[src/logic/cbx_cfg.svh]
// Constants for the branch, call and clear execution block
`ifndef CBX_CFG_SVH
`define CBX_CFG_SVH

// Opcode patterns
`define CBX_OP_OVF_BR 8'hE4
`define CBX_OP_ZERO_BR 8'hE0
`define CBX_OP_CALL 7'h76
`define CBX_OP_CALL_EXT 4'hF
`define CBX_OP_CLEAR 7'h35

// Program counter arithmetic
`define CBX_WORD_STEP 21'h000002
`define CBX_RET_STEP 21'h000004
`define CBX_PC_RST 21'h000000

// Data memory addressing
`define CBX_ILO_MAX 8'h5F
`define CBX_ACC_SPLIT 8'h80
`define CBX_ACC_HI_BANK 4'hF
`define CBX_CLEAR_VALUE 8'h00

// Flag bit positions inside the status register
`define CBX_FLAG_Z 2
`define CBX_FLAG_OV 3

// Register word indexes on the bus
`define CBX_REG_CTRL 4'h0
`define CBX_REG_ACCUM 4'h1
`define CBX_REG_FLAGS 4'h2
`define CBX_REG_BANK 4'h3
`define CBX_REG_IDX 4'h4
`define CBX_REG_PC 4'h5
`define CBX_REG_TOS 4'h6
`define CBX_REG_SHADOW 4'h7
`define CBX_REG_STACK 4'h8

// Field positions
`define CBX_CTRL_EXT 0
`define CBX_STACK_FULL 8

// Reset values
`define CBX_RST_BYTE 8'h00
`define CBX_RST_FLAGS 5'h00
`define CBX_RST_BANK 4'h0
`define CBX_RST_IDX 12'h000

`endif

[src/logic/cbx_pkg.sv]
// Types shared by the branch, call and clear execution block
package cbx_pkg;
  // Quarter phases of one instruction cycle
  typedef enum logic [1:0] {
    CBX_Q1 = 2'b00,
    CBX_Q2 = 2'b01,
    CBX_Q3 = 2'b10,
    CBX_Q4 = 2'b11
  } cbx_qph_t;

  // Execute or flushed second cycle
  typedef enum logic {
    CBX_ST_EXEC = 1'b0,
    CBX_ST_FLUSH = 1'b1
  } cbx_state_t;

  // Avalon-MM request from the master
  typedef struct packed {
    logic read;
    logic write;
    logic [3:0] address;
    logic [3:0] byteenable;
    logic [31:0] writedata;
  } cbx_av_req_t;

  // Data memory write port
  typedef struct packed {
    logic we;
    logic [11:0] addr;
    logic [7:0] data;
  } cbx_dwr_t;
endpackage

[src/logic/cbx_exec.sv]
// Execution of overflow/zero branches, call and clear register
`timescale 1ns/1ps
`include "cbx_cfg.svh"
// Contract
// - Opcode E4 decodes overflow branch, offset low byte
// - Overflow branch taken only with overflow set
// - Zero branch taken only with zero set
// - Target is incremented PC plus twice offset
// - Taken branch: PC at Q4, then flushed cycle
// - Call is two words, 1110110s then 1111 prefix (the code does not check the 1111 prefix of the second word)
// - Call pushes its address plus 4
// - Fast call copies accumulator, flags, bank shadows
// - Normal call leaves shadows unchanged
// - Call loads 20-bit target into PC 20:1
// - Call: push Q3, PC Q4, flushed second cycle
// - Clear writes zero, sets zero flag, one cycle
// - Access bit picks access bank or banked
// - Extended mode low file addresses with access bit clear use indexed offset
module cbx_exec #(
  parameter int STACK_DEPTH = 31,
  parameter int SP_W = 5
) (
  input wire logic CLK_I,
  input wire logic RESET_I,
  input cbx_pkg::cbx_av_req_t AV_I,
  output logic [31:0] AV_READDATA_O,
  output logic AV_WAITREQUEST_O,
  input wire logic [15:0] PROG_DATA_I,
  output logic [20:0] PROG_ADDR_O,
  output cbx_pkg::cbx_dwr_t DMEM_O,
  output cbx_pkg::cbx_qph_t QPHASE_O
);
  import cbx_pkg::*;

  // Byte-enable merge for software writes
  function automatic logic [31:0] be_merge(input logic [31:0] old,
      input logic [31:0] wd, input logic [3:0] be);
    logic [31:0] r;
    r = old;
    for (int i = 0; i < 4; i++) begin
      if (be[i]) begin
        r[i*8 +: 8] = wd[i*8 +: 8];
      end
    end
    return r;
  endfunction

  cbx_qph_t q; // Current quarter phase
  cbx_state_t state; // Execute or flushed cycle
  logic [20:0] pc; // Address of the instruction in execution
  logic [15:0] ir; // Instruction latched at Q1
  logic take; // Branch condition caught at decode
  logic [7:0] accum; // Accumulator
  logic [4:0] flags; // Status register
  logic [3:0] bank; // Bank pointer
  logic [11:0] idx_base; // Base for indexed literal offset
  logic ext_en; // Extended instruction set enable
  logic [7:0] acc_sh; // Accumulator shadow
  logic [4:0] flags_sh; // Flags shadow
  logic [3:0] bank_sh; // Bank pointer shadow
  logic [20:0] stack [STACK_DEPTH]; // Return stack storage
  logic [SP_W-1:0] sp; // Number of entries held
  logic [20:0] return_stack_top; // Return stack top
  logic stk_full; // Push seen with stack full

  // Phase sequencer
  cbx_qphase u_qphase (
    .clk_i(CLK_I),
    .reset_i(RESET_I),
    .q_o(q)
  );

  // Opcode decode of the fetched word and the latched word
  wire fetch_ovf = PROG_DATA_I[15:8] == `CBX_OP_OVF_BR;
  wire fetch_zero = PROG_DATA_I[15:8] == `CBX_OP_ZERO_BR;
  wire is_ovf = ir[15:8] == `CBX_OP_OVF_BR;
  wire is_zero = ir[15:8] == `CBX_OP_ZERO_BR;
  wire is_call = ir[15:9] == `CBX_OP_CALL;
  wire is_clear = ir[15:9] == `CBX_OP_CLEAR;
  wire call_fast = ir[8];
  wire acc_bit = ir[8];
  wire [7:0] lit = ir[7:0];
  wire exec = state == CBX_ST_EXEC;
  wire at_q1 = q == CBX_Q1;
  wire at_q3 = q == CBX_Q3;
  wire at_q4 = q == CBX_Q4;
  // Phase that follows the current one, mirrored on the output
  cbx_qph_t next_qph;
  assign next_qph = cbx_qph_t'(q + 2'h1);

  // Condition uses the flags as left by the previous instruction
  wire fetch_take = (fetch_ovf && flags[`CBX_FLAG_OV]) ||
      (fetch_zero && flags[`CBX_FLAG_Z]);

  // Next sequential address, branch target and call target
  wire [20:0] pc_seq = pc + `CBX_WORD_STEP;
  wire [20:0] br_off = {{12{lit[7]}}, lit, 1'b0};
  wire [20:0] br_target = pc_seq + br_off;
  wire [20:0] ret_addr = pc + `CBX_RET_STEP;
  wire [20:0] call_target = {PROG_DATA_I[11:0], lit, 1'b0};
  wire br_go = (is_ovf || is_zero) && take;
  wire call_go = is_call;

  // Data address for the clear instruction
  wire use_ilo = ext_en && !acc_bit && lit <= `CBX_ILO_MAX;
  wire [11:0] acc_addr = (lit < `CBX_ACC_SPLIT) ? {4'h0, lit} :
      {`CBX_ACC_HI_BANK, lit};
  wire [11:0] ilo_addr = idx_base + {4'h0, lit};
  wire [11:0] clr_addr = use_ilo ? ilo_addr :
      (acc_bit ? {bank, lit} : acc_addr);

  // Next PC at Q4 of an executed cycle
  wire [20:0] next_pc = br_go ? br_target :
      (call_go ? call_target : pc_seq);

  // Bus decode
  wire av_req = AV_I.read || AV_I.write;
  wire av_acc = av_req && !AV_WAITREQUEST_O;
  wire av_wr = AV_I.write && av_acc;
  wire wr_ctrl = av_wr && AV_I.address == `CBX_REG_CTRL;
  wire wr_accum = av_wr && AV_I.address == `CBX_REG_ACCUM;
  wire wr_flags = av_wr && AV_I.address == `CBX_REG_FLAGS;
  wire wr_bank = av_wr && AV_I.address == `CBX_REG_BANK;
  wire wr_idx = av_wr && AV_I.address == `CBX_REG_IDX;
  wire [31:0] m_ctrl = be_merge({31'h0, ext_en}, AV_I.writedata,
      AV_I.byteenable);
  wire [31:0] m_accum = be_merge({24'h0, accum}, AV_I.writedata,
      AV_I.byteenable);
  wire [31:0] m_flags = be_merge({27'h0, flags}, AV_I.writedata,
      AV_I.byteenable);
  wire [31:0] m_bank = be_merge({28'h0, bank}, AV_I.writedata,
      AV_I.byteenable);
  wire [31:0] m_idx = be_merge({20'h0, idx_base}, AV_I.writedata,
      AV_I.byteenable);

  // Read mux, unmapped words read as zero
  wire [31:0] rd_val =
      (AV_I.address == `CBX_REG_CTRL) ? {31'h0, ext_en} :
      (AV_I.address == `CBX_REG_ACCUM) ? {24'h0, accum} :
      (AV_I.address == `CBX_REG_FLAGS) ? {27'h0, flags} :
      (AV_I.address == `CBX_REG_BANK) ? {28'h0, bank} :
      (AV_I.address == `CBX_REG_IDX) ? {20'h0, idx_base} :
      (AV_I.address == `CBX_REG_PC) ? {11'h0, pc} :
      (AV_I.address == `CBX_REG_TOS) ? {11'h0, return_stack_top} :
      (AV_I.address == `CBX_REG_SHADOW) ?
        {12'h0, bank_sh, 3'h0, flags_sh, acc_sh} :
      (AV_I.address == `CBX_REG_STACK) ?
        {23'h0, stk_full, {(8-SP_W){1'b0}}, sp} : 32'h0;

  // Zero flag set by clear wins over a software write in the same edge
  wire clr_now = exec && at_q4 && is_clear;
  logic [4:0] next_flags;
  always_comb begin
    next_flags = wr_flags ? m_flags[4:0] : flags;
    if (clr_now) begin
      next_flags[`CBX_FLAG_Z] = 1'b1;
    end
  end

  // Bus handshake: one wait cycle, then one accept cycle
  always_ff @(posedge CLK_I or posedge RESET_I) begin
    if (RESET_I) begin
      AV_WAITREQUEST_O <= 1'b1;
      AV_READDATA_O <= 32'h0;
    end else begin
      AV_WAITREQUEST_O <= !(av_req && AV_WAITREQUEST_O);
      if (AV_I.read && AV_WAITREQUEST_O) begin
        AV_READDATA_O <= rd_val;
      end
    end
  end

  // Software-owned registers and the status register
  always_ff @(posedge CLK_I or posedge RESET_I) begin
    if (RESET_I) begin
      ext_en <= 1'b0;
      accum <= `CBX_RST_BYTE;
      flags <= `CBX_RST_FLAGS;
      bank <= `CBX_RST_BANK;
      idx_base <= `CBX_RST_IDX;
    end else begin
      if (wr_ctrl) begin
        ext_en <= m_ctrl[`CBX_CTRL_EXT];
      end
      if (wr_accum) begin
        accum <= m_accum[7:0];
      end
      if (wr_bank) begin
        bank <= m_bank[3:0];
      end
      if (wr_idx) begin
        idx_base <= m_idx[11:0];
      end
      flags <= next_flags;
    end
  end

  // Decode latch at Q1: instruction word and branch condition
  always_ff @(posedge CLK_I or posedge RESET_I) begin
    if (RESET_I) begin
      ir <= 16'h0000;
      take <= 1'b0;
    end else if (at_q1 && exec) begin
      ir <= PROG_DATA_I;
      take <= fetch_take;
    end
  end

  // Return stack push and shadow copies at Q3 of a call
  always_ff @(posedge CLK_I or posedge RESET_I) begin
    if (RESET_I) begin
      sp <= '0;
      return_stack_top <= `CBX_PC_RST;
      stk_full <= 1'b0;
      acc_sh <= `CBX_RST_BYTE;
      flags_sh <= `CBX_RST_FLAGS;
      bank_sh <= `CBX_RST_BANK;
    end else if (exec && at_q3 && is_call) begin
      return_stack_top <= ret_addr;
      if (int'(sp) < STACK_DEPTH) begin
        stack[sp] <= ret_addr;
        sp <= sp + 1'b1;
      end else begin
        stk_full <= 1'b1;
      end
      if (call_fast) begin
        acc_sh <= accum;
        flags_sh <= flags;
        bank_sh <= bank;
      end
    end
  end

  // Program counter, fetch address and cycle state
  always_ff @(posedge CLK_I or posedge RESET_I) begin
    if (RESET_I) begin
      pc <= `CBX_PC_RST;
      PROG_ADDR_O <= `CBX_PC_RST;
      state <= CBX_ST_EXEC;
    end else begin
      case (state)
        CBX_ST_EXEC: begin
          if (at_q3 && is_call) begin
            PROG_ADDR_O <= pc_seq;
          end else if (at_q4) begin
            pc <= next_pc;
            PROG_ADDR_O <= next_pc;
            if (br_go || call_go) begin
              state <= CBX_ST_FLUSH;
            end
          end
        end
        default: begin
          if (at_q4) begin
            state <= CBX_ST_EXEC;
          end
        end
      endcase
    end
  end

  // Data memory write of the clear instruction, one pulse at Q4
  always_ff @(posedge CLK_I or posedge RESET_I) begin
    if (RESET_I) begin
      DMEM_O <= '0;
    end else begin
      DMEM_O.we <= clr_now;
      DMEM_O.addr <= clr_addr;
      DMEM_O.data <= `CBX_CLEAR_VALUE;
    end
  end

  // Phase mirror for the fetch path
  always_ff @(posedge CLK_I or posedge RESET_I) begin
    if (RESET_I) begin
      QPHASE_O <= CBX_Q1;
    end else begin
      QPHASE_O <= next_qph;
    end
  end
endmodule // cbx_exec

[src/logic/cbx_qphase.sv]
// Quarter phase sequencer for the instruction cycle
`timescale 1ns/1ps
module cbx_qphase (
  input wire logic clk_i,
  input wire logic reset_i,
  output cbx_pkg::cbx_qph_t q_o
);
  import cbx_pkg::*;

  // Next phase in the fixed Q1..Q4 rotation
  cbx_qph_t next_q;

  always_comb begin
    case (q_o)
      CBX_Q1: next_q = CBX_Q2;
      CBX_Q2: next_q = CBX_Q3;
      CBX_Q3: next_q = CBX_Q4;
      default: next_q = CBX_Q1;
    endcase
  end

  // Phase register, starts at Q1 after reset
  always_ff @(posedge clk_i or posedge reset_i) begin
    if (reset_i) begin
      q_o <= CBX_Q1;
    end else begin
      q_o <= next_q;
    end
  end
endmodule // cbx_qphase

[config.mk]
export PLATFORM = sky130hd
export DESIGN_NAME = cbx_exec
export DESIGN_NICKNAME = d
export VERILOG_FILES = /design/src/logic/cbx_pkg.sv /design/src/logic/cbx_exec.sv /design/src/logic/cbx_qphase.sv
export VERILOG_INCLUDE_DIRS = /design/src /design/src/logic
export SDC_FILE = /design/constraint.sdc
export NUM_CORES = 1
export LEC_CHECK = 0
export BUFFER_PORTS_ARGS = -buffer_cell sky130_fd_sc_hd__buf_2
export CORE_MARGIN = 2
export CORE_UTILIZATION = 40
export CTS_CLUSTER_DIAMETER = 120
export CTS_CLUSTER_SIZE = 20
export DETAILED_ROUTE_END_ITERATION = 8
export GPL_TIMING_DRIVEN = 0
export HOLD_SLACK_MARGIN = 0.02
export SLEW_MARGIN = 15
export SYNTH_ARGS = -nofsm -noshare
export SYNTH_HDL_FRONTEND = slang
export SYNTH_SLANG_ARGS = --single-unit
[constraint.sdc]
create_clock -name CLK_I -period 12.3 [get_ports CLK_I]
set_clock_uncertainty 0.1 [all_clocks]
set_input_delay 1.845 -clock CLK_I [delete_from_list [all_inputs] [get_ports CLK_I]]
set_output_delay 1.845 -clock CLK_I [all_outputs]
set_load 0.005 [all_outputs]
## Word-level counts from Yosys, hierarchy flattened

Cells that the tools add are included.

- $add $sub $neg: 6
- $lt $le $gt $ge: 3
- Equal/unequal tests: 17
- Multiplexer cells: 25
- Bitwise gates (word level): 3
- Reductions and logical operators: 44

Operators with widths:

| operator | number |
|---|---|
| $mux 21 | 11 |
| $mux 12 | 3 |
| $eq 8x8->1 const B | 4 |
| $reduce_and 2->1 | 11 |
| $add 21x2->21 const B | 1 |
| $add 21x21->21 | 1 |
| $add 21x3->21 const B | 1 |
| $logic_and 1x1->1 | 20 |
| $mux 20 | 1 |
| $eq 4x3->1 const B | 4 |
| $add 12x8->12 | 1 |
| $mux 9 | 1 |
| $eq 4x2->1 const B | 2 |
| $le 8x7->1 const B | 1 |
| $lt 8x8->1 const B | 1 |
| $eq 7x6->1 const B | 1 |
| $eq 7x7->1 const B | 1 |
| $mux 1 | 6 |
| $mux 3 | 2 |
| $pmux 2 s3 | 1 |
| $reduce_bool 2->1 | 3 |
| $add 5x1->5 const B | 1 |
| $lt 5x5->1 const B | 1 |
| $eq 2x2->1 const B | 2 |
| other kinds (10) | 17 |

- Flip-flop bits (word level): 184
- Output and inout port bits: 77
- Word-level logic and storage cells: 122

## Longest topological paths before layout

Gate-level depths: netlist of the first run.

- Word-level depth: 10
- Gate-level depth with buffers: 18
- Gate-level depth less buffers: 16

## Modules after synthesis

A second synthesis of the first run with hierarchy kept.

- Cells, all modules: 1,047
- Area total of the unflattened synthesis: 10,085.9 sq um

Modules (own cells, without submodules):

| module | instances | cells each | area each (sq um) |
|---|---|---|---|
| cbx_exec | 1 | 1,038 | 9,977.1 |
| cbx_qphase | 1 | 9 | 108.9 |

## Worst setup path after synthesis of the first run

No wires, ideal clock.

- Path type: register -> register
- Start point: reg pc[3]
- End point: reg PROG_ADDR_O[18]
- Arrival time: 3.253 ns
- Path slack: 8.810 ns
- Cell stages (with the launch flop): 17
- Buffers on the path: 1
- Path through: dfrtp_1 -> ha_1 -> buf_2 -> nand2_1 -> nor2_1 -> nand2_1 -> xor2_1 -> inv_1 -> ha_1 -> nand4_1 -> a21oi_1 -> o21ai_4 -> o311ai_2 -> o31ai_2 -> xnor2_1 -> a222oi_1 -> a21oi_1

- Longest elaborated chain between the ends: 5

RTL lines:

| what | RTL line | text |
|---|---|---|
| from (decl) | cbx_exec.sv:50 | `logic [20:0] pc;` |
| from (signal assigned) | cbx_exec.sv:237 | `` pc <= `CBX_PC_RST; `` |
| from (signal assigned) | cbx_exec.sv:246 | `pc <= next_pc;` |
| $add 21x2->21 (no source line) (*) | - |  |
| $add 21x21->21 or $mux 21 (tied branches) | cbx_exec.sv:98, cbx_exec.sv:114 |  |
| $mux 21 | cbx_exec.sv:113 | `wire [20:0] next_pc = br_go ? br_target :` |
| $mux 21 | cbx_exec.sv:245 | `end else if (at_q4) begin` |
| $mux 21 (*) | cbx_exec.sv:243 | `if (at_q3 && is_call) begin` |
| to (signal assigned) | cbx_exec.sv:238 | `` PROG_ADDR_O <= `CBX_PC_RST; `` |
| to (signal assigned) | cbx_exec.sv:244 | `PROG_ADDR_O <= pc_seq;` |
| to (signal assigned) | cbx_exec.sv:247 | `PROG_ADDR_O <= next_pc;` |
| to (decl) | cbx_exec.sv:29 | `output logic [20:0] PROG_ADDR_O,` |

Every way passes the cells marked *; elsewhere a longest branch is shown, timed or not. The select of a mux whose other input is x is not followed.
A chain may end at the register's enable or synchronous reset.

## Worst setup path in the final report of the first run

- Start point: reg pc[2]
- End point: reg PROG_ADDR_O[18]

Same word-level chain as after synthesis.

==> results.md, run 1 <==
* Result of the run: complete, no violations
* Hold crit path type: flip-flop to flip-flop
* Total number of nets in the final design at between 1000 and 1500
* Total setup buffers inserted after CTS at 0
* Top-count cell post-synth: dfrtp_1
* Cell types occupying the most area after synthesis: dfrtp_1, mux2_2, a21oi_1
* Worst-skew pair later-pin latency at roughly 0.43 ns
* Detail-routed via count per cell at between 5 and 6
* Post-Synthesis Mean Instance Area at around 10 um^2
* Total track usage at between 20% and 30%
* Hpwl dp at approximately 21 mm
* Number of synthesized flops with an enable pin at 0
* Most used DFF post-synth: dfrtp_1
* Hold Fails Final Rpt at 0
* Worst setup margin at slightly below 8 ns
* Sequential area share after synthesis at between 40% and 50%
* DP Area at 10800 um^2
* Total I/O pin count at approximately 140
* Top post-synthesis cells by count: dfrtp_1, nor2_1, a21oi_1, nand2_1, o21ai_0
* Crit start category: flip-flop
* Root buffer selected by CTS: clkbuf_16
* Drt pass-1 iters at 5
* Worst slew margin relative to its limit at roughly 23%
* Kind of critical path: flip-flop to flip-flop
* Post-synth cell types at 74
* Peak ir drop on the vdd network at roughly 0.093 mV
* Routed length per instance at 18.7 um
* Top-area cell type share of the netlist area at 43.5%
* Pin count of the biggest net entering global routing at slightly above 90
* # rows at 57
* Largest area contributor in the netlist: dfrtp_1
* Gate count after technology mapping at a little over 1000
* Non-filler cells in the finished layout at around 1500
* Number of buffers created by CTS at 17
* Die X-Extent at 161 um
* Unrepaired setup endpoints after global routing: false
* Die Span Y at roughly 160 um
* DRC violation total after the first TritonRoute iteration at about 540
* Clock transition time at the flip-flop clock pins of the worst setup and hold paths at approximately 0.060 ns
* Fraction of final layout cells with drive strength greater than 1 at between 20% and 30%
* Maximum capacitance violations at 0
* Yosys Warn Count at 0
* Worst setup slack before clock tree synthesis at ~8 ns
* Critical path capture point type: flip-flop
* Global placement routability congestion at ~0.91
* Transition time at the pin with the least slew margin at 1.14 ns
* Post-Layout Inst Area at roughly 11000 um^2
* Number of buffers added to fix hold violations after cts at 0
* Number of inserted diodes at 0
* Part of the cycle the worst path needs at between 30% and 40%
* IO Port Bufs at 92
* Vias in the first global route at approximately 7500
* Dpl cells at around 1400
* Worst endpoint required time at approximately 13 ns
* Highest clock rate at roughly 230 MHz
* Layout area overhead at 15.4%
* Routed vias at between 7000 and 8000
* Wire length of the first global-routing pass at 42.9 mm
* Cell area after technology mapping at 9840 um^2
* Share of async-settable or async-resettable flops after synthesis at between 90% and 100%
* P_leak at 5.22 nW
* Crit path time final at 4.39 ns
* Clk buf depth at 2
* Clock tree from TritonCTS: yes
* Post-cts sizing count at 0
* Initial antenna violation count at 0
* Die Area at between 20000 and 30000 um^2
* DRC violations left at 0
* Power density cells at ~140 nW/um^2
* Crit Path Max Fanout at 7
* Post-Route Utilization at a little under half
* Number of antenna-violating nets in the routed design at 0
* Setup Viol. Count Final at 0
* Final Max Tran Viols at 0
* Arrival time worst endpoint at about 4.6 ns
* Flip-flop and latch count after synthesis at 172
* Level count of the clock H-tree at 4
* Number of clock sinks seen by CTS at around 170
* Final wirelength at roughly 28 mm
* Effective utilization at floorplan at approximately 41%
* Overall power consumption at roughly 1.6 mW
* Setup tns final at 0 ns
* GR Overflow Total at 0
* Worst hold slack across all endpoints at around 0.37 ns
* Core outline area at around 24000 um^2
==> kinds of logic after synthesis <==
| family | synth area share, % |
|---|---|
| compound gates | 17.0 |
| flops | 43.7 |
| other cells | 0.0381 |
| fa+ha+maj | 5.11 |
| buf+inv | 5.16 |
| xor+xnor | 5.67 |
| mux | 9.99 |
| simple gates | 13.3 |
==> metal layers <==
metal	routed length, um	up-vias	track usage [%]
met4	671	0	6.82
met2	12600	274	33.7
li1	-	3811	-
met1	12800	3844	30.5
met5	0	-	0
met3	1580	35	3.64
==> flip-flops by register name (all words and copies together), names as in the netlist, 5 cells and up <==
signal	cells
AV_READDATA_O	21
PROG_ADDR_O	21
pc	21
return_stack_top	21
ir	16
DMEM_O	13
idx_base	12
acc_sh	8
accum	8
flags	5
flags_sh	5
sp	5
==> worst paths after layout <==
| path | start | to | slack (ns) | cells after the start |
|---|---|---|---|---|
| worst max-delay path | pc[2] | PROG_ADDR_O[18] | 7.91 | 16 |
| worst min-delay path | PROG_ADDR_O[7] | PROG_ADDR_O[7] | 0.37 | 1 |
| worst max register to register | pc[2] | PROG_ADDR_O[18] | 7.91 | 16 |
| worst min register to register | PROG_ADDR_O[7] | PROG_ADDR_O[7] | 0.37 | 1 |
| max in group asynchronous | RESET_I | AV_WAITREQUEST_O | 9.80 | 3 |
| min in group asynchronous | RESET_I | ir[13] | 1.38 | 2 |
==> worst max-delay path, stage by stage (launching register included) <==
cell      delay (ns)
dfrtp_1         0.50
ha_1            0.19
buf_2           0.22
nand2_1         0.10
nor2_1          0.40
nand2_1         0.13
xor2_1          0.23
inv_1           0.09
ha_1            0.37
nand4_1         0.11
a21oi_1         0.43
o21ai_4         0.12
o311ai_2        0.47
o31ai_2         0.10
xnor2_1         0.13
a222oi_1        0.42
a21oi_1         0.13
==> where the power goes <==
| group | switching [mW] | leakage (nW) | internal [mW] |
|---|---|---|---|
| sequential | 0.0562 | 2.18 | 0.623 |
| combinational | 0.252 | 2.77 | 0.180 |
| clock | 0.235 | 0.266 | 0.286 |
==> cell type report <==
| class | instances | area, um^2 |
|---|---|---|
| Fill cell | 2414 | 12900 |
| Sequential cell | 172 | 4310 |
| Tap cell | 324 | 405 |
| Inverter | 27 | 109 |
| Multi-Input combinational cell | 753 | 5100 |
| Clock buffer | 23 | 458 |
| Buffer | 79 | 407 |
| Timing Repair Buffer | 93 | 488 |
| Clock inverter | 9 | 91.3 |
==> layout by cell type (no fill, tap or decap), types with 19 or more instances in the layout <==
master and count:
buf_4 22, nand2_1 90, xor2_1 24, clkbuf_1 45, inv_1 26, xnor2_1 36, dfrtp_1 171, mux2_2 66
a21oi_1 93, o21ai_0 70, nor2_1 102, conb_1 19, ha_1 37, buf_2 101
Power figures use the tool's default switching activity.
==> run 2: changes to the inputs <==
Clock period 12.3 ns to 4.05 ns, I/O delays scaled along.
==> run 2 against run 1 <==
  * Die area is the same
  * Clock power increased to 3.1 times the previous value
  * Worst setup slack got worse by 7.7 ns
  * Core utilization up 0.77 points
  * Cell area increased by 1.6%
  * Global-route usage barely moved
==> results.md, run 2 (synthesis gave the netlist of run 1 again) <==
* Number of antenna-violating nets in the routed design at 0
* CP top delay family: compound AO/OA/AOI/OAI gates
* Area used by multi-input combinational logic at between 5000 and 6000 um^2
* Setup Viol. Count Final at 0
* Hpwl dp at between 20 and 25 mm
* Root buffer selected by CTS: clkbuf_16
* Total I/O pin count at 137
* DRC violations left at 0
* Vias in the first global route at roughly 7500
* Most common cell after layout, fill and taps aside: dfrtp_1
* Cell Chain, Critical Path: buf_4 > ha_1 > nand3_2 > nor2_1 > xnor2_1 > inv_1 > ha_1 > a21oi_1 > o21ai_1 > or3_4 > o21ai_4 > xor2_1 > nor2_1 > a221oi_1 > a211oi_1 > a21o_1
* Unrepaired setup endpoints after global routing: false
* Worst-skew pair later-pin latency at between 0.4 and 0.5 ns
* P_leak at 5.30 nW
* Critical Path Max Stage Delay at approximately 0.44 ns
* Routed length per instance at between 15 and 20 um
* Worst setup margin at 0.253 ns
* Global placement routability congestion at just over 0.9
* Wire length of the first global-routing pass at between 40 and 50 mm
* Power density cells at 436 nW/um^2
* Commonest cells after routing, fill and taps aside: dfrtp_1, buf_2, nor2_1, a21oi_1, nand2_1
* Die Area at 25900 um^2
* Critical path buffer and inverter count at 2
* Crit path time final at 3.80 ns
* Hold Fails Final Rpt at 0
* Die X-Extent at ~160 um
* Sequential Area at around 4300 um^2
* Number of clock sinks seen by CTS at roughly 170
* Crit Path Max Fanout at 6
* Fraction of final layout cells with drive strength greater than 1 at 23.3%
* Crit start category: flip-flop
* Level count of the clock H-tree at 4
* Final Max Tran Viols at 0
* Die Span Y at ~160 um
* Clk buf depth at 2
* Maximum capacitance violations at 0
* CP max-delay cell: dfrtp_2
* Worst endpoint required time at around 4.3 ns
* Total number of nets in the final design at 1250
* Drt pass-1 iters at 7
* Peak ir drop on the vdd network at approximately 0.27 mV
* Detail-routed via count per cell at 5.40
* # rows at between 50 and 60
* Total track usage at between 20% and 30%
* Hold crit path type: input pin to asynchronous set/reset pin
* Worst slew margin relative to its limit at 23.0%
* Clock tree from TritonCTS: yes
* Core outline area at 24200 um^2
* Number of buffers created by CTS at 17
* Initial antenna violation count at 0
* Number of inserted diodes at 0
* Part of the cycle the worst path needs at a little over nine tenths
* Transition time at the pin with the least slew margin at approximately 1.1 ns
* FILL cells at ~2400
* Layout area overhead at 17.3%
* Pin count of the biggest net entering global routing at 35
* Critical path capture point type: flip-flop
* Highest clock rate at 263 MHz
* Kind of critical path: flip-flop to flip-flop
* Worst hold slack across all endpoints at between 0.1 and 0.15 ns
* Effective utilization at floorplan at just over 40%
* Result of the run: complete, no violations
* Worst setup slack before clock tree synthesis at -0.287 ns
* GR Overflow Total at 0
* Routed vias at approximately 8000
* Arrival time worst endpoint at a little over 4 ns
* DRC violation total after the first TritonRoute iteration at 678
* IO Port Bufs at 92
* Clock transition time at the flip-flop clock pins of the worst setup and hold paths at 0.07 ns
* Final wirelength at roughly 28 mm
run 2: cell count changes in the layout (fill, tap and decap cells not counted), sizes merged:
cell      previous run  this run
buf                131       138
clkbuf              64        61
clkinv               5         3
clkinvlp             1         3
inv                 29        33
run 2: worst paths after layout:
path | from | to | slack (ns) | cells past startpoint
worst max-delay path | pc[2] | PROG_ADDR_O[12] | 0.25 | 16
worst min-delay path | RESET_I | accum[0] | 0.11 | 2
worst max register to register | pc[2] | PROG_ADDR_O[12] | 0.25 | 16
worst min register to register | u_qphase.q_o[0] | QPHASE_O[0] | 0.36 | 1
max in group asynchronous | RESET_I | PROG_ADDR_O[6] | 2.69 | 5
min in group CLK_I | AV_I[40] | AV_WAITREQUEST_O | 0.23 | 2
run 2: final cells by class:
class                           instances  share of cell area [%]
Inverter                               27                   0.910
Multi-Input combinational cell        753                    44.7
Clock buffer                           19                    3.75
Timing Repair Buffer                  101                    5.11
Clock inverter                         13                    1.12
Tap cell                              324                    3.51
Buffer                                 79                    3.54
Sequential cell                       172                    37.3
run 2: metrics by stage:
| step | std cells | area (um^2) | setup TNS [ns] | power (mW) | util, % |
|---|---|---|---|---|---|
| after floorplan | 1031 | 9910 | 0 | 2.98 | - |
| after global placement | 1447 | 10800 | -1.96 | 3.36 | 44.5 |
| after detailed placement | 1452 | 10900 | -1.23 | 3.39 | 44.9 |
| after CTS | 1484 | 11500 | 0 | 5.00 | 47.3 |
| after global routing | 1488 | 11500 | 0 | 5.29 | 47.6 |
| final | 1488 | 11500 | 0 | 5.03 | 47.6 |
run 2: repair_timing:
item,CTS,global route
pin swaps,1,2
endpoints found under the setup margin,14,19
gates cloned,0,0
gates resized for setup,4,13
setup buffers,0,4
hold buffers,0,0
run 2: power by group:
part / internal [mW] / switching (mW) / total [mW]
Clock: 0.861 / 0.746 / 1.61
Combinational: 0.578 / 0.782 / 1.36
Sequential: 1.90 / 0.171 / 2.07
Total: 3.33 / 1.70 / 5.03
run 2: metal layers:
layer  share of wire (%)  global-route usage, %  vias to the layer above
met2                  45                   33.6                      248
met3                 5.0                   3.05                       49
met1                  47                   30.9                     3907
met4                 2.8                   7.59                        0
li1                    -                      -                     3832
met5                   0                      0                        -
==> run 3: changes to the inputs <==
Settings changed: SYNTH_HIERARCHICAL from default to 1.
Clock period 4.05 ns to 4.4 ns, I/O delays scaled along.
==> run 3 against run 2 <==
  * Total power fell by 9.4%
  * Clock power fell by 6%
  * Register-to-register slack barely moved
  * Non-clock buffer count fell by 4
  * Cell count rose by 2.7%
  * Routed wire length rose by 11%
  * Die area rose by 2.4%
  * Sequential share of layout area fell by 0.47 points
  * Cell area rose by 1.8%
  * Flip-flop and latch count rose by 1
  * Critical path depth fell by 3
  * Highest routed layer unchanged
==> results.md, run 3 <==
* Die X-Extent at 163 um
* Clock transition time at the flip-flop clock pins of the worst setup and hold paths at 0.07 ns
* Highest clock rate at between 200 and 250 MHz
* Final Max Tran Viols at 0
* Power density cells at a little under 400 nW/um^2
* CP top delay family: compound AO/OA/AOI/OAI gates
* Worst endpoint required time at between 4 and 5 ns
* IO Port Bufs at between 90 and 100
* Number of antenna-violating nets in the routed design at 0
* Sequential area share after synthesis at a little over two fifths
* Unrepaired setup endpoints after global routing: false
* Die Area at between 20000 and 30000 um^2
* Yosys Warn Count at 6
* Commonest cells after routing, fill and taps aside: dfrtp_1, nand2_1, o21ai_0, buf_2, a21oi_1
* Maximum capacitance violations at 0
* Kind of critical path: flip-flop to flip-flop
* Total track usage at roughly a quarter
* Routed vias at 8420
* Critical path buffer and inverter count at 1
* CP dominant cell by count: ha_1
* Fraction of power spent switching nets at around a third
* Total number of nets in the final design at ~1300
* Wire length of the first global-routing pass at a little under 50 mm
* # rows at between 50 and 60
* Crit path time final at roughly 4.1 ns
* Number of buffers created by CTS at 17
* Most used DFF post-synth: dfrtp_1
* Number of inserted diodes at 0
* DRC violations left at 0
* Routed length per instance at between 20 and 25 um
* Post-Synthesis Mean Instance Area at around 9.6 um^2
* Number of synthesized flops with an enable pin at 0
* P_leak at between 5 and 6 nW
* Switching power at around 1.5 mW
* Arrival time worst endpoint at between 4 and 5 ns
* Vias in the first global route at approximately 8300
* Worst-skew pair later-pin latency at about 0.44 ns
* Transition time at the pin with the least slew margin at 1.09 ns
* Worst slew margin relative to its limit at 27.3%
* Hold Fails Final Rpt at 0
* Peak ir drop on the vdd network at ~0.27 mV
* FILL cells at approximately 2500
* Effective utilization at floorplan at between 40% and 50%
* Crit start category: flip-flop
* Worst hold slack across all endpoints at roughly 0.28 ns
* Top-area cell type share of the netlist area at around 43%
* Critical path capture point type: flip-flop
* Top-count cell post-synth: dfrtp_1
* Hold crit path type: input pin to flip-flop
* Initial antenna violation count at 0
* Core outline area at roughly 25000 um^2
* Non-filler cells in the finished layout at approximately 1500
* CP max-delay cell: a22oi_1
* Critical Path Max Stage Delay at 0.60 ns
* Setup tns final at 0 ns
* Total I/O pin count at around 140
* Internal power at 3.02 mW
* Pin count of the biggest net entering global routing at 37
* Clock share of power at between 30% and 40%
* Layout area overhead at 16.5%
* GR Overflow Total at 0
* Crit Path Max Fanout at 6
* Hpwl dp at 23.6 mm
* Proportion of power drawn by combinational gates at around a quarter
* Final wirelength at about 31 mm
* Flip-flop and latch count after synthesis at roughly 170
* Die Span Y at between 150 and 200 um
* Global placement routability congestion at between 0.9 and 1
* Most common cell after layout, fill and taps aside: dfrtp_1
* Clock tree from TritonCTS: yes
* Largest area contributor in the netlist: dfrtp_1
* Total setup buffers inserted after CTS at 0
* Cell Chain, Critical Path: ha_1 > and4_1 > buf_2 > nand4_2 > xnor2_1 > ha_1 > nand2_1 > nor4_1 > a22oi_1 > a211oi_1 > a221oi_2 > a21oi_1 > a211o_1
* Share of async-settable or async-resettable flops after synthesis at 100%
* DRC violation total after the first TritonRoute iteration at ~680
* Dpl cells at between 1000 and 1500
* Result of the run: complete, no violations
* Clk buf depth at 2
* Root buffer selected by CTS: clkbuf_16
* Top post-synthesis cells by count: dfrtp_1, nand2_1, o21ai_0, a21oi_1, mux2_2
* Detail-routed via count per cell at about 5.5
* Post-synth cell types at 79
* Cell area after technology mapping at approximately 10000 um^2
* Setup Viol. Count Final at 0
* Proportion of power drawn by flip-flops and latches at 41.7%
* Fraction of final layout cells with drive strength greater than 1 at a little under a quarter
* Gate count after technology mapping at ~1000
* Part of the cycle the worst path needs at a little over nine tenths
* Drt pass-1 iters at 6
* Level count of the clock H-tree at 4
* Cell types occupying the most area after synthesis: dfrtp_1, mux2_2, o21ai_0
* Number of clock sinks seen by CTS at about 170
[run 3: cell types whose count changed in the layout (fill, tap and decap cells not counted), moves of 10 or more]
| cell | delta |
|---|---|
| o21ai_0 | +48 |
| nand3_1 | +16 |
| nor2_1 | -51 |
| a21oi_1 | -28 |
| buf_2 | +13 |
| clkbuf_1 | -15 |
| nand2_1 | +32 |
| a21o_1 | -10 |
[run 3: cell type report]
type                       count  area, um^2  area share, %
timing repair buffer         101         593           5.05
tap                          330         413           3.51
sequential                   173        4330           36.8
multi-input combinational    786        5310           45.2
clock inverter                14         151           1.29
inverter                      31         120           1.02
clock buffer                  18         429           3.65
buffer                        75         404           3.44
[run 3: repair_timing]
item,in CTS,in global routing
gates resized for setup,0,3
endpoints found under the hold margin,2,0
hold buffers,1,0
endpoints found under the setup margin,0,3
[run 3: cell families (layout without fill, tap and decap cells)]
| kind of cell | Yosys count | in the layout | share of synthesized area [%] |
|---|---|---|---|
| AOI/OAI and AO/OA | 287 | 287 | 17.9 |
| xor gates and xnor gates | 57 | 57 | 5.02 |
| adders and majority gates | 42 | 42 | 5.36 |
| buffers and inverters | 106 | 239 | 5.16 |
| DFF | 173 | 173 | 42.9 |
| muxes | 83 | 83 | 9.39 |
| other | 1 | 19 | 0.0372 |
| and+or+nand+nor | 298 | 298 | 14.2 |
[run 3: worst paths after layout]
| path | startpoint | end | slack, ns | depth (start not counted) |
|---|---|---|---|---|
| max | pc[3] | PROG_ADDR_O[14] | 0.26 | 13 |
| min | AV_I[40] | AV_WAITREQUEST_O | 0.28 | 2 |
| max reg2reg | pc[3] | PROG_ADDR_O[14] | 0.26 | 13 |
| min reg2reg | AV_READDATA_O[15] | AV_READDATA_O[15] | 0.38 | 2 |
| max in group asynchronous | RESET_I | AV_WAITREQUEST_O | 2.23 | 6 |
| min in group asynchronous | RESET_I | u_qphase/q_o[1] | 0.55 | 3 |
[run 3: worst reg2reg max path, cell delays in order (launching register included)]
cell      delay (ns)
dfrtp_1         0.49
ha_1            0.33
and4_1          0.21
buf_2           0.17
nand4_2         0.16
xnor2_1         0.51
ha_1            0.41
nand2_1         0.17
nor4_1          0.07
a22oi_1         0.60
a211oi_1        0.19
a221oi_2        0.20
a21oi_1         0.15
a211o_1         0.29
[run 3: metrics by stage]
stage	setup WS, ns	power (mW)	util (%)	instance area [um^2]
finish	0.258	4.56	47.1	11800
global route	0.0855	4.80	47.1	11800
CTS	0.128	4.57	47.0	11700
global placement	0.0917	3.03	44.2	11000
floorplan	1.18	2.67	-	10200
detailed placement	0.143	3.05	44.7	11200
[run 3: layer usage]
layer / wire (um) / vias to the layer above / global-route usage [%] / share of wire [%]
met5: 0 / - / 0 / 0
met4: 867 / 0 / 7.52 / 2.8
met3: 1680 / 49 / 4.69 / 5.5
met2: 14200 / 280 / 38.3 / 46
met1: 14000 / 4116 / 32.9 / 46
li1: - / 3975 / - / -
[run 3: power by group through the flow]
stage               sequential, mW  clock (mW)  combinational, mW
floorplan                     1.87           0              0.802
global placement              1.92           0               1.10
detailed placement            1.93           0               1.13
CTS                           1.90        1.54               1.13
global route                  1.91        1.61               1.28
finish                        1.90        1.52               1.14
